### src/verilog/prpc_defines.vh
// constants for the reset and power-state control block
`ifndef PRPC_DEFINES_VH
`define PRPC_DEFINES_VH
// ****************************************************
// register offsets
// ****************************************************
`define PRPC_OFF_BASIC_CONTROL   5'h00
`define PRPC_OFF_ENERGY_DETECT   5'h1d
// ****************************************************
// field positions
// ****************************************************
`define PRPC_BC_RESET_BIT        15
`define PRPC_BC_POWER_DOWN_BIT   11
`define PRPC_SENSE_ENABLE_BIT    15
`define PRPC_SENSE_PERIOD_LSB    0
`define PRPC_SENSE_PERIOD_MSB    7
// ****************************************************
// reset values
// ****************************************************
`define PRPC_BC_RESET_VALUE      16'h3000
`define PRPC_SENSE_RESET_VALUE   16'h0010
// ****************************************************
// timing
// ****************************************************
// cycle counts are the nanosecond figures over the clock period, sized for the 16-bit counters
`define PRPC_CLK_PERIOD_NS       10
`define PRPC_SOFT_RESET_NS       1000
`define PRPC_SOFT_RESET_CYCLES   16'h0064
`define PRPC_WAKE_UP_NS          1000
`define PRPC_WAKE_UP_CYCLES      16'h0064
`define PRPC_PROBE_UNIT_CYCLES   1024
`endif

### src/verilog/prpc_timer.v
// down counter that raises done for one cycle when a loaded count expires
`timescale 1ns/1ps
module prpc_timer #(
	parameter WIDTH = 16
) (
	input  wire             clk,
	input  wire             nrst,
	input  wire             load,
	input  wire [WIDTH-1:0] count,
	input  wire             stop,
	output reg              busy,
	output reg              done
);
	reg [WIDTH-1:0] remain;

	always @(posedge clk or negedge nrst) begin
		if (!nrst) begin
			remain <= {WIDTH{1'b0}};
			busy   <= 1'b0;
			done   <= 1'b0;
		end else begin
			done <= 1'b0;
			if (stop) begin
				busy   <= 1'b0;
				remain <= {WIDTH{1'b0}};
			end else if (load) begin
				busy   <= 1'b1;
				remain <= count;
			end else if (busy) begin
				if (remain <= {{(WIDTH-1){1'b0}}, 1'b1}) begin
					busy <= 1'b0;
					done <= 1'b1;
				end else begin
					remain <= remain - {{(WIDTH-1){1'b0}}, 1'b1};
				end
			end
		end
	end
endmodule

### src/verilog/prpc_core.v
// reset and power-state control with management register access
// How it works
// writing one to power-down bit 11 of register 0x00 enters power-down
// energy sense enabled and line quiet keeps the block in low power
// line activity in low power runs the normal power-up sequence
// in low power, the transmitter wakes periodically to send detection probes
// energy sense is enabled and configured in register 0x1d
// power-on reset is generated internally, no external reset needed
// the host holds the reset pin low for at least one microsecond
// hardware reset restores register defaults and re-samples the straps
// writing one to bit 15 of register 0x00 starts software reset
// software reset completes about one microsecond after the write
// software reset restores defaults but keeps the latched straps
// host waits three microseconds after software reset before management access
// reset bit reads one while reset runs and clears itself after
`timescale 1ns/1ps
`include "prpc_defines.vh"
module prpc_core #(
	parameter STRAP_WIDTH = 4
) (
	input  wire                   clk,
	input  wire                   nrst,
	input  wire                   reset_n_pin,
	input  wire [STRAP_WIDTH-1:0] strap_in,
	input  wire                   reg_wr,
	input  wire                   reg_rd,
	input  wire [4:0]             reg_addr,
	input  wire [15:0]            reg_wdata,
	input  wire                   line_activity,
	output reg  [15:0]            reg_rdata,
	output reg                    reg_rvalid,
	output reg  [STRAP_WIDTH-1:0] strap_latched,
	output reg                    soft_reset_active,
	output reg                    core_reset_n,
	output reg                    power_down,
	output reg                    energy_sense_low_power,
	output reg                    tx_wake,
	output reg                    tx_probe
);
// ****************************************************
// power-on and hardware reset
// ****************************************************
	// nrst stands for the internal power-on reset; the pin is sampled as a plain input
	reg        hw_reset_seen;
	reg        strap_capture;

	always @(posedge clk or negedge nrst) begin
		if (!nrst) begin
			hw_reset_seen <= 1'b1;
			strap_capture <= 1'b1;
		end else begin
			hw_reset_seen <= ~reset_n_pin;
			strap_capture <= hw_reset_seen & reset_n_pin; // re-latch on release
		end
	end

	// pin lows shorter than the host must give are not filtered here
	always @(posedge clk or negedge nrst) begin
		if (!nrst) begin
			strap_latched <= {STRAP_WIDTH{1'b0}};
		end else if (strap_capture) begin
			strap_latched <= strap_in;
		end
	end
// ****************************************************
// software reset
// ****************************************************
	wire bc_write = reg_wr & (reg_addr == `PRPC_OFF_BASIC_CONTROL);
	wire sense_write = reg_wr & (reg_addr == `PRPC_OFF_ENERGY_DETECT);
	wire soft_start = bc_write & reg_wdata[`PRPC_BC_RESET_BIT] & ~soft_reset_active;
	wire soft_done;

	prpc_timer #(.WIDTH(16)) u_soft_timer (
		.clk   (clk),
		.nrst  (nrst),
		.load  (soft_start),
		.count (`PRPC_SOFT_RESET_CYCLES),
		.stop  (hw_reset_seen),
		.busy  (),
		.done  (soft_done)
	);

	always @(posedge clk or negedge nrst) begin
		if (!nrst) begin
			soft_reset_active <= 1'b0;
		end else if (hw_reset_seen | soft_done) begin
			soft_reset_active <= 1'b0; // self-clearing
		end else if (soft_start) begin
			soft_reset_active <= 1'b1;
		end
	end

	// register clear that both reset kinds share; straps untouched here
	wire regs_clear = hw_reset_seen | soft_done;
	// the rest of the device stays held while either reset runs
	always @(posedge clk or negedge nrst) begin
		if (!nrst) begin
			core_reset_n <= 1'b0;
		end else begin
			core_reset_n <= ~(hw_reset_seen | soft_reset_active | soft_start);
		end
	end
	// host must leave the bus quiet 3 us after soft reset; accesses are not policed
// ****************************************************
// registers
// ****************************************************
	reg [15:0] basic_control_reg;
	reg [15:0] energy_detect_ctrl_reg;

	always @(posedge clk or negedge nrst) begin
		if (!nrst) begin
			basic_control_reg      <= `PRPC_BC_RESET_VALUE;
			energy_detect_ctrl_reg <= `PRPC_SENSE_RESET_VALUE;
		end else if (regs_clear) begin
			basic_control_reg      <= `PRPC_BC_RESET_VALUE;
			energy_detect_ctrl_reg <= `PRPC_SENSE_RESET_VALUE;
		end else begin
			if (bc_write & ~soft_reset_active) begin
				basic_control_reg <= {1'b0, reg_wdata[14:6], 6'h00};
			end
			if (sense_write & ~soft_reset_active) begin
				energy_detect_ctrl_reg <= reg_wdata;
			end
		end
	end

	function [15:0] read_mux;
		input [4:0]  addr;
		input [15:0] bc;
		input [15:0] sense;
		begin
			case (addr)
				`PRPC_OFF_BASIC_CONTROL: read_mux = bc;
				`PRPC_OFF_ENERGY_DETECT: read_mux = sense;
				default:                 read_mux = 16'h0000;
			endcase
		end
	endfunction

	always @(posedge clk or negedge nrst) begin
		if (!nrst) begin
			reg_rdata  <= 16'h0000;
			reg_rvalid <= 1'b0;
		end else begin
			reg_rvalid <= reg_rd;
			if (reg_rd) begin
				// reset bit mirrors the running reset
				reg_rdata <= read_mux(reg_addr,
					basic_control_reg | {soft_reset_active, 15'h0000}, energy_detect_ctrl_reg);
			end
		end
	end
// ****************************************************
// power states
// ****************************************************
	localparam ST_ACTIVE = 2'b00;
	localparam ST_QUIET  = 2'b01;
	localparam ST_WAKE   = 2'b10;
	localparam ST_DOWN   = 2'b11;

	reg [1:0]  state;
	reg [1:0]  next_state;
	reg [17:0] probe_cnt;
	reg [15:0] wake_cnt;
	wire       sense_enable = energy_detect_ctrl_reg[`PRPC_SENSE_ENABLE_BIT];
	wire       pd_bit    = basic_control_reg[`PRPC_BC_POWER_DOWN_BIT];
	wire [7:0] probe_units = energy_detect_ctrl_reg[`PRPC_SENSE_PERIOD_MSB:`PRPC_SENSE_PERIOD_LSB];
	// a period of zero counts as one unit, else a probe would go out on every cycle
	wire [17:0] probe_period = {(probe_units == 8'h00) ? 8'h01 : probe_units, 10'h000};
	wire       probe_due = (probe_cnt >= probe_period);

	always @* begin
		next_state = state;
		case (state)
			ST_ACTIVE: begin
				if (pd_bit)
					next_state = ST_DOWN;
				else if (sense_enable & ~line_activity)
					next_state = ST_QUIET;
			end
			ST_QUIET: begin
				if (pd_bit)
					next_state = ST_DOWN;
				else if (~sense_enable | line_activity)
					next_state = ST_WAKE;
			end
			ST_WAKE: begin
				// power-down asked for in the middle of a wake-up is not held back
				if (pd_bit)
					next_state = ST_DOWN;
				else if (wake_cnt >= `PRPC_WAKE_UP_CYCLES)
					next_state = ST_ACTIVE;
			end
			ST_DOWN: begin
				if (~pd_bit)
					next_state = ST_WAKE;
			end
			default: next_state = ST_ACTIVE;
		endcase
	end

	always @(posedge clk or negedge nrst) begin
		if (!nrst) begin
			state                  <= ST_ACTIVE;
			probe_cnt              <= 18'h00000;
			wake_cnt               <= 16'h0000;
			power_down             <= 1'b0;
			energy_sense_low_power <= 1'b0;
			tx_wake                <= 1'b0;
			tx_probe               <= 1'b0;
		end else begin
			state    <= regs_clear ? ST_ACTIVE : next_state;
			wake_cnt <= (state == ST_WAKE) ? wake_cnt + 16'h0001 : 16'h0000;
			// probes go out whatever the line does, but not on the edge that leaves quiet
			if (state == ST_QUIET && probe_due) begin
				probe_cnt <= 18'h00000;
				tx_probe  <= (next_state == ST_QUIET) & ~regs_clear;
			end else begin
				probe_cnt <= (state == ST_QUIET) ? probe_cnt + 18'h00001 : 18'h00000;
				tx_probe  <= 1'b0;
			end
			power_down             <= (next_state == ST_DOWN) & ~regs_clear;
			energy_sense_low_power <= (next_state == ST_QUIET) & ~regs_clear;
			// transmitter sleeps in quiet except around each probe
			tx_wake <= ~regs_clear & ((next_state == ST_ACTIVE) |
				((next_state == ST_QUIET) & probe_due));
		end
	end
endmodule

### config.mk
export PLATFORM = sky130hd
export DESIGN_NAME = prpc_core
export DESIGN_NICKNAME = d
export VERILOG_FILES = /design/src/verilog/prpc_timer.v /design/src/verilog/prpc_core.v
export VERILOG_INCLUDE_DIRS = /design/src /design/src/verilog
export SDC_FILE = /design/constraint.sdc
export NUM_CORES = 1
export LEC_CHECK = 0
export BUFFER_PORTS_ARGS = -buffer_cell sky130_fd_sc_hd__buf_2
export CORE_MARGIN = 8
export CORE_UTILIZATION = 40
export DETAILED_ROUTE_END_ITERATION = 10
export HOLD_SLACK_MARGIN = 0.08
export PLACE_DENSITY_LB_ADDON = 0.1
export SLEW_MARGIN = 20
export SYNTH_ARGS = -nofsm -noshare
export SYNTH_HDL_FRONTEND = slang
export SYNTH_HIERARCHICAL = 1
export SYNTH_SLANG_ARGS = --single-unit
### constraint.sdc
create_clock -name clk -period 2.8 [get_ports clk]
set_clock_uncertainty 0.2 [all_clocks]
set_input_delay 0.42 -clock clk [delete_from_list [all_inputs] [get_ports clk]]
set_output_delay 0.42 -clock clk [all_outputs]
set_load 0.02 [all_outputs]
# --- Word-level counts from Yosys, hierarchy flattened ---
# Index checks and enable logic that the tools add are counted.
word_totals:
  elab_cells: 99
  input_bits: 31
  reg_bits: 115
  out_inout_bits: 27
op_classes:
  bitwise: 24
  eq_ne: 7
  magnitude_cmp: 3
  n_reduce_logical: 10
  muxes: 33
  n_addsub: 3
op_table:
  columns: ["op", "n"]
  rows:
  - ["2-to-1 mux 16 bit", 9]
  - ["2-to-1 mux 18 bit", 2]
  - ["one-hot mux 16 bit (2 select lines)", 1]
  - ["adder 18 x 1 -> 18 bit (second input constant)", 1]
  - [">= comparator 18 bit", 1]
  - ["adder 16 x 1 -> 16 bit (second input constant)", 1]
  - [">= comparator 16 x 7 -> 1 bit (second input constant)", 1]
  - ["less-or-equal comparator 16 x 1 -> 1 bit (second input constant)", 1]
  - ["2-to-1 mux 2 bit", 8]
  - ["bitwise OR 16 bit", 1]
  - ["subtractor 16 x 1 -> 16 bit (second input constant)", 1]
  - ["AND 1 bit", 12]
  - ["2-to-1 mux 1 bit", 11]
  - ["logical NOT 8 bit", 1]
  - ["2-to-1 mux 8 bit", 1]
  - ["one-hot mux 2 bit (4 select lines)", 1]
  - ["== test 2 bit (second input constant)", 3]
  - ["NOT 1 bit", 6]
  - ["nonzero test 2 bit", 3]
  - ["== test 5 bit (second input constant)", 1]
  - ["logical NOT 5 bit", 1]
  - ["bitwise OR 1 bit", 5]
  - ["== test 2 x 1 -> 1 bit (second input constant)", 2]
  - ["logical NOT 2 bit", 2]
  - ["other kinds (4)", 4]

# --- Logic depth before layout (Yosys ltp) ---
logic_depth:
  ltp_word: 9
  ltp_mapped: 9
  ltp_nobuf: 8

# --- Hierarchy ---
# Netlist, hierarchy kept.
by_module_without_submodules:
  columns: ["module", "seq_area_each_um2", "area_each_um2", "instances", "cells_each"]
  rows:
  - ["prpc_core", 2258.4, 4072.7, 1, 396]
  - ["prpc_timer", 450.4, 1370.1, 1, 170]

# --- Worst setup path before layout ---
# OpenSTA, ideal clock, no wires.
synth_path:
  kind: "input -> register"
  startpoint: "input reg_addr[2]"
  endpoint: "register u_soft_timer.remain[10]"
  required_ps: 2475
  path_buffers: 2
  slack_ps: -12
  setup_ps: 125
  path_stages: 8
  arrival_ps: 2487
  cell_sequence: "or4_4 -> nor3_4 -> and2_4 -> clkbuf_1 -> inv_1 -> clkbuf_1 -> o2111a_1 -> a2111oi_0"
synth_via:
  elab_chain_len: 6
  word_cells_on_any_way: 9
  classes_between: "1 x eq/ne; 2 x mux; 3 x bitwise; 3 x reduce/logical"
synth_lines:
  columns: ["item", "line", "text"]
  rows:
  - ["start: declaration", "prpc_core.v:27", "input wire [4:0] reg_addr,"]
  - ["logical NOT 5 bit (*)", null, null]
  - ["AND 1 bit (*)", "prpc_core.v:68", "wire bc_write = reg_wr & (reg_addr == `PRPC_OFF_BASIC_CONTROL);"]
  - ["AND 1 bit (*) (2 in series)", "prpc_core.v:70", "wire soft_start = bc_write & reg_wdata[`PRPC_BC_RESET_BIT] & ~soft_reset_active;"]
  - ["net soft_start", "prpc_core.v:70", null]
  - ["inequality test 3 bit (no line) (tied with other cells)", null, null]
  - ["AND reduction 2 bit (no line) or 2-to-1 mux 16 bit (tied branches)", null, null]
  - ["end signal: assignment", "prpc_timer.v:25", "remain <= {WIDTH{1'b0}};"]
  - ["end signal: assignment", "prpc_timer.v:28", "remain <= count;"]
  - ["end signal: assignment", "prpc_timer.v:34", "remain <= remain - {{(WIDTH-1){1'b0}}, 1'b1};"]
  - ["end: declaration", "prpc_timer.v:14", "reg [WIDTH-1:0] remain;"]
# The timed path passes the listed nets; every way through them passes the cells marked *.
# A chain may end at the register's enable or synchronous reset.

# --- Final worst setup path ---
layout_path:
  startpoint: "register u_soft_timer.remain[4]"
  endpoint: "register u_soft_timer.remain[4]"
layout_via:
  elab_chain_len: 5
  word_cells_on_any_way: 8
  classes_between: "1 x add/sub; 1 x order compare; 1 x eq/ne; 4 x mux; 1 x reduce/logical"
layout_lines:
  columns: ["item", "line", "text"]
  rows:
  - ["start signal: assignment", "prpc_timer.v:18", "remain <= {WIDTH{1'b0}};"]
  - ["start signal: assignment", "prpc_timer.v:25", null]
  - ["start signal: assignment", "prpc_timer.v:28", null]
  - ["subtractor 16 x 1 -> 16 bit", "prpc_timer.v:34", null]
  - ["2-to-1 mux 16 bit", "prpc_timer.v:30", "if (remain <= {{(WIDTH-1){1'b0}}, 1'b1}) begin"]
  - ["2-to-1 mux 16 bit", "prpc_timer.v:29", "end else if (busy) begin"]
  - ["2-to-1 mux 16 bit", "prpc_timer.v:26", "end else if (load) begin"]
  - ["2-to-1 mux 16 bit", "prpc_timer.v:23", "if (stop) begin"]
# Parallel ways exist; a longest one is shown, timed or not. The select of a mux whose other input is x is not followed.

==> results_dict.tcl <==
set metrics [dict create \
    status "finished clean" \
    yosys-top-cells-area "dfrtp_1 47%, nor2_1 5.9%, ha_1 3.2%" \
    most-common-layout-cells "103 x dfrtp_1, 86 x nor2_1, 56 x buf_2, 39 x nand2_1, 29 x inv_1" \
    yosysUniqueCellTypes 58 \
    drive_above_1_share 0.1628 \
    worst_path_max_delay_cell "or4_1" \
    htreeDepth 3 \
    num_antenna_cells 0 \
    dieArea_um2 17600 \
    cts.sinks 108 \
    antenna_left 0 \
    worst_pin_slew_ns 1.096 \
    mostFrequentLayoutCell "dfrtp_1" \
    endpoint_kind "flip-flop" \
    worst_path_largest_cell_delay_ns 0.69 \
    synthArstFlopShare 1.000 \
    wl_per_cell_um 15.49 \
    num-fill-cells 1285 \
    maxSlewHeadroom 0.2657 \
    vias 4337 \
    cts_root_buffer "clkbuf_16" \
    antenna_found_initial 0 \
    cts_buffer_depth 2 \
    fin_crit_ns 2.568 \
    grt_pass1_vias 4146 \
    cellPowerDensity_nw_per_um2 482.7 \
    die_width_um 132.7 \
    worst-path-buf-inv 0 \
    grt_max_degree 53 \
    holdCritPathClass "primary input to flip-flop" \
    postSynthAreaPerCell_um2 9.616 \
    rsz0062_at_grt "no" \
    max-vdd-ir-drop_v 0.0003237 \
    setup_violations 0 \
    maxSlewViolCount 0 \
    portBuffers 57 \
    fin_crit_sh 0.9170 \
    ys.flop_type "dfrtp_1" \
    synth_warnings 6 \
    grt_pass1_wl_um 21600 \
    synthCells 566 \
    dp.final_hpwl_um 8968 \
    cts_made_buffers 9 \
    synth_area_leader_cell "dfrtp_1" \
    hold_viol_final 0 \
    post_cts_resized 0 \
    cts_setup_buffers 0 \
    ios 58 \
    cp.required_ns 2.84 \
    rows 42 \
    track_usage 0.1478 \
    yosysSeqAreaShare 0.4977 \
    max_freq_mhz 389.5 \
    nets 679 \
    arrival_ns 2.60 \
    drv_cap 0 \
    globalRouteOverflowTotal 0 \
    netlist_area_um2 5443 \
    routed_via_density 5.321 \
    synth-edff-count 0 \
    clkLatencyLatePin_ns 0.35 \
    cp-start-kind "flip-flop" \
    drtIter0Drc 346 \
    critPathMaxFanout 13 \
    die_h_um 132.7 \
    ys_seq_elements 108 \
    clkTransAtPathRegs_ns 0.07 \
    cts_tree "built" \
    finalSetupTns_ns 0 \
    final.setup.worst_slack_ns 0.2324 \
    post-place-ws_ns 0.1634 \
    area_growth_pct 15.66 \
    wl_um 12630 \
    path_cells "or4_1 > or3_4 > o2111a_1 > a2111oi_1" \
    drc 0 \
    regMostFlops "probe_cnt" \
    place.gp.congestion 0.8453 \
    critical_path.top_delay_family "simple AND/OR/NAND/NOR gates" \
    coreArea_um2 13240 \
    firstDrtPassIters 4 \
    power.leakage_nw 2.797 \
    synth_top_area_frac 0.4736 \
    path_class "flip-flop to flip-flop" \
    largest_reg_flops 18 \
    start_util 0.4110 \
]
-- routing by layer --
metal / routed length, um / share of wire / vias to the layer above / GRT usage
met5: 0 / 0 / - / 0
met4: 188 / 0.015 / 0 / 0.05615
met3: 494 / 0.039 / 11 / 0.02952
met2: 5710 / 0.45 / 94 / 0.2248
met1: 6235 / 0.49 / 2092 / 0.2027
li1: - / - / 2140 / -
-- repair_timing --
action | CTS | global route
endpoints found under the setup margin | 0 | 0
hold buffers | 2 | 0
endpoints found under the hold margin | 39 | 0
-- metrics by stage --
step	cells	utilization	cell area [um^2]	hold slack (ns)	power (mW)
6_report	815	0.4753	6295	0.09449	3.038
5_1_grt	815	0.4753	6295	0.08479	3.177
4_1_cts	815	0.4753	6295	0.08627	3.080
3_5_place_dp	797	0.4529	5997	0.2360	1.860
3_3_place_gp	797	0.4529	5997	0.2325	1.857
2_1_floorplan	580	-	5497	-0.07559	1.747
-- kinds of logic after synthesis --
logic type | share of synthesized area
AOI/OAI and AO/OA | 0.1453
muxes | 0.008275
buffers and inverters | 0.04368
DFF | 0.4977
and+or+nand+nor | 0.2248
xor gates and xnor gates | 0.04667
other | 0.001380
adders and majority gates | 0.03218
-- worst paths after layout --
path / startpoint / endpoint / slack [ns] / cells past startpoint
min in group asynchronous: nrst / reg_rdata[5] / 0.38 / 2
min reg2reg: basic_control_reg[12] / basic_control_reg[12] / 0.30 / 2
max in group asynchronous: nrst / basic_control_reg[13] / 1.29 / 3
max reg2reg: u_soft_timer/remain[4] / u_soft_timer/remain[4] / 0.23 / 4
min: reg_wdata[9] / energy_detect_ctrl_reg[9] / 0.09 / 2
max: u_soft_timer/remain[4] / u_soft_timer/remain[4] / 0.23 / 4
-- synth_stat cells, drive strengths merged (3+ instances only) --
| cell type | count |
|---|---|
| inv | 29 |
| a21oi | 26 |
| nand2 | 39 |
| or3b | 3 |
| a21o | 3 |
| nand4 | 11 |
| xor2 | 18 |
| mux2 | 4 |
| a2111oi | 10 |
| nor2b | 9 |
| clkbuf | 22 |
| buf | 7 |
| dfrtp | 103 |
| and3 | 9 |
| o2111a | 6 |
| nor3 | 16 |
| o21ai | 14 |
| ha | 14 |
| and2 | 4 |
| o211ai | 8 |
| dfstp | 5 |
| nor2 | 87 |
| xnor2 | 11 |
| nor4 | 14 |
| a22o | 15 |
| or4 | 6 |
| a22oi | 10 |
| or3 | 4 |
| and3b | 3 |
| a311oi | 4 |
| nand3b | 3 |
| nand3 | 26 |
-- cell type report --
| type | instances | area [um^2] | share of cell area |
|---|---|---|---|
| Timing Repair Buffer | 72 | 430.4 | 0.06838 |
| Tap cell | 176 | 220.2 | 0.03498 |
| Sequential cell | 108 | 2709 | 0.4303 |
| Clock buffer | 11 | 242.7 | 0.03856 |
| Inverter | 29 | 108.9 | 0.01729 |
| Multi-Input combinational cell | 414 | 2549 | 0.4049 |
| Clock inverter | 5 | 35.03 | 0.005565 |
-- power by group --
| group | internal [mW] | switching (mW) | leakage [nW] |
|---|---|---|---|
| Combinational | 0.0732 | 0.148 | 1.20 |
| Sequential | 1.59 | 0.0168 | 1.46 |
| Clock | 0.630 | 0.581 | 0.136 |
| Total | 2.29 | 0.746 | 2.80 |
-- worst reg2reg max path: stages, from the launching register on --
cell	delay, ns
dfrtp_1	0.45
or4_1	0.69
or3_4	0.50
o2111a_1	0.27
a2111oi_1	0.34
Power figures use the tool's default switching activity.
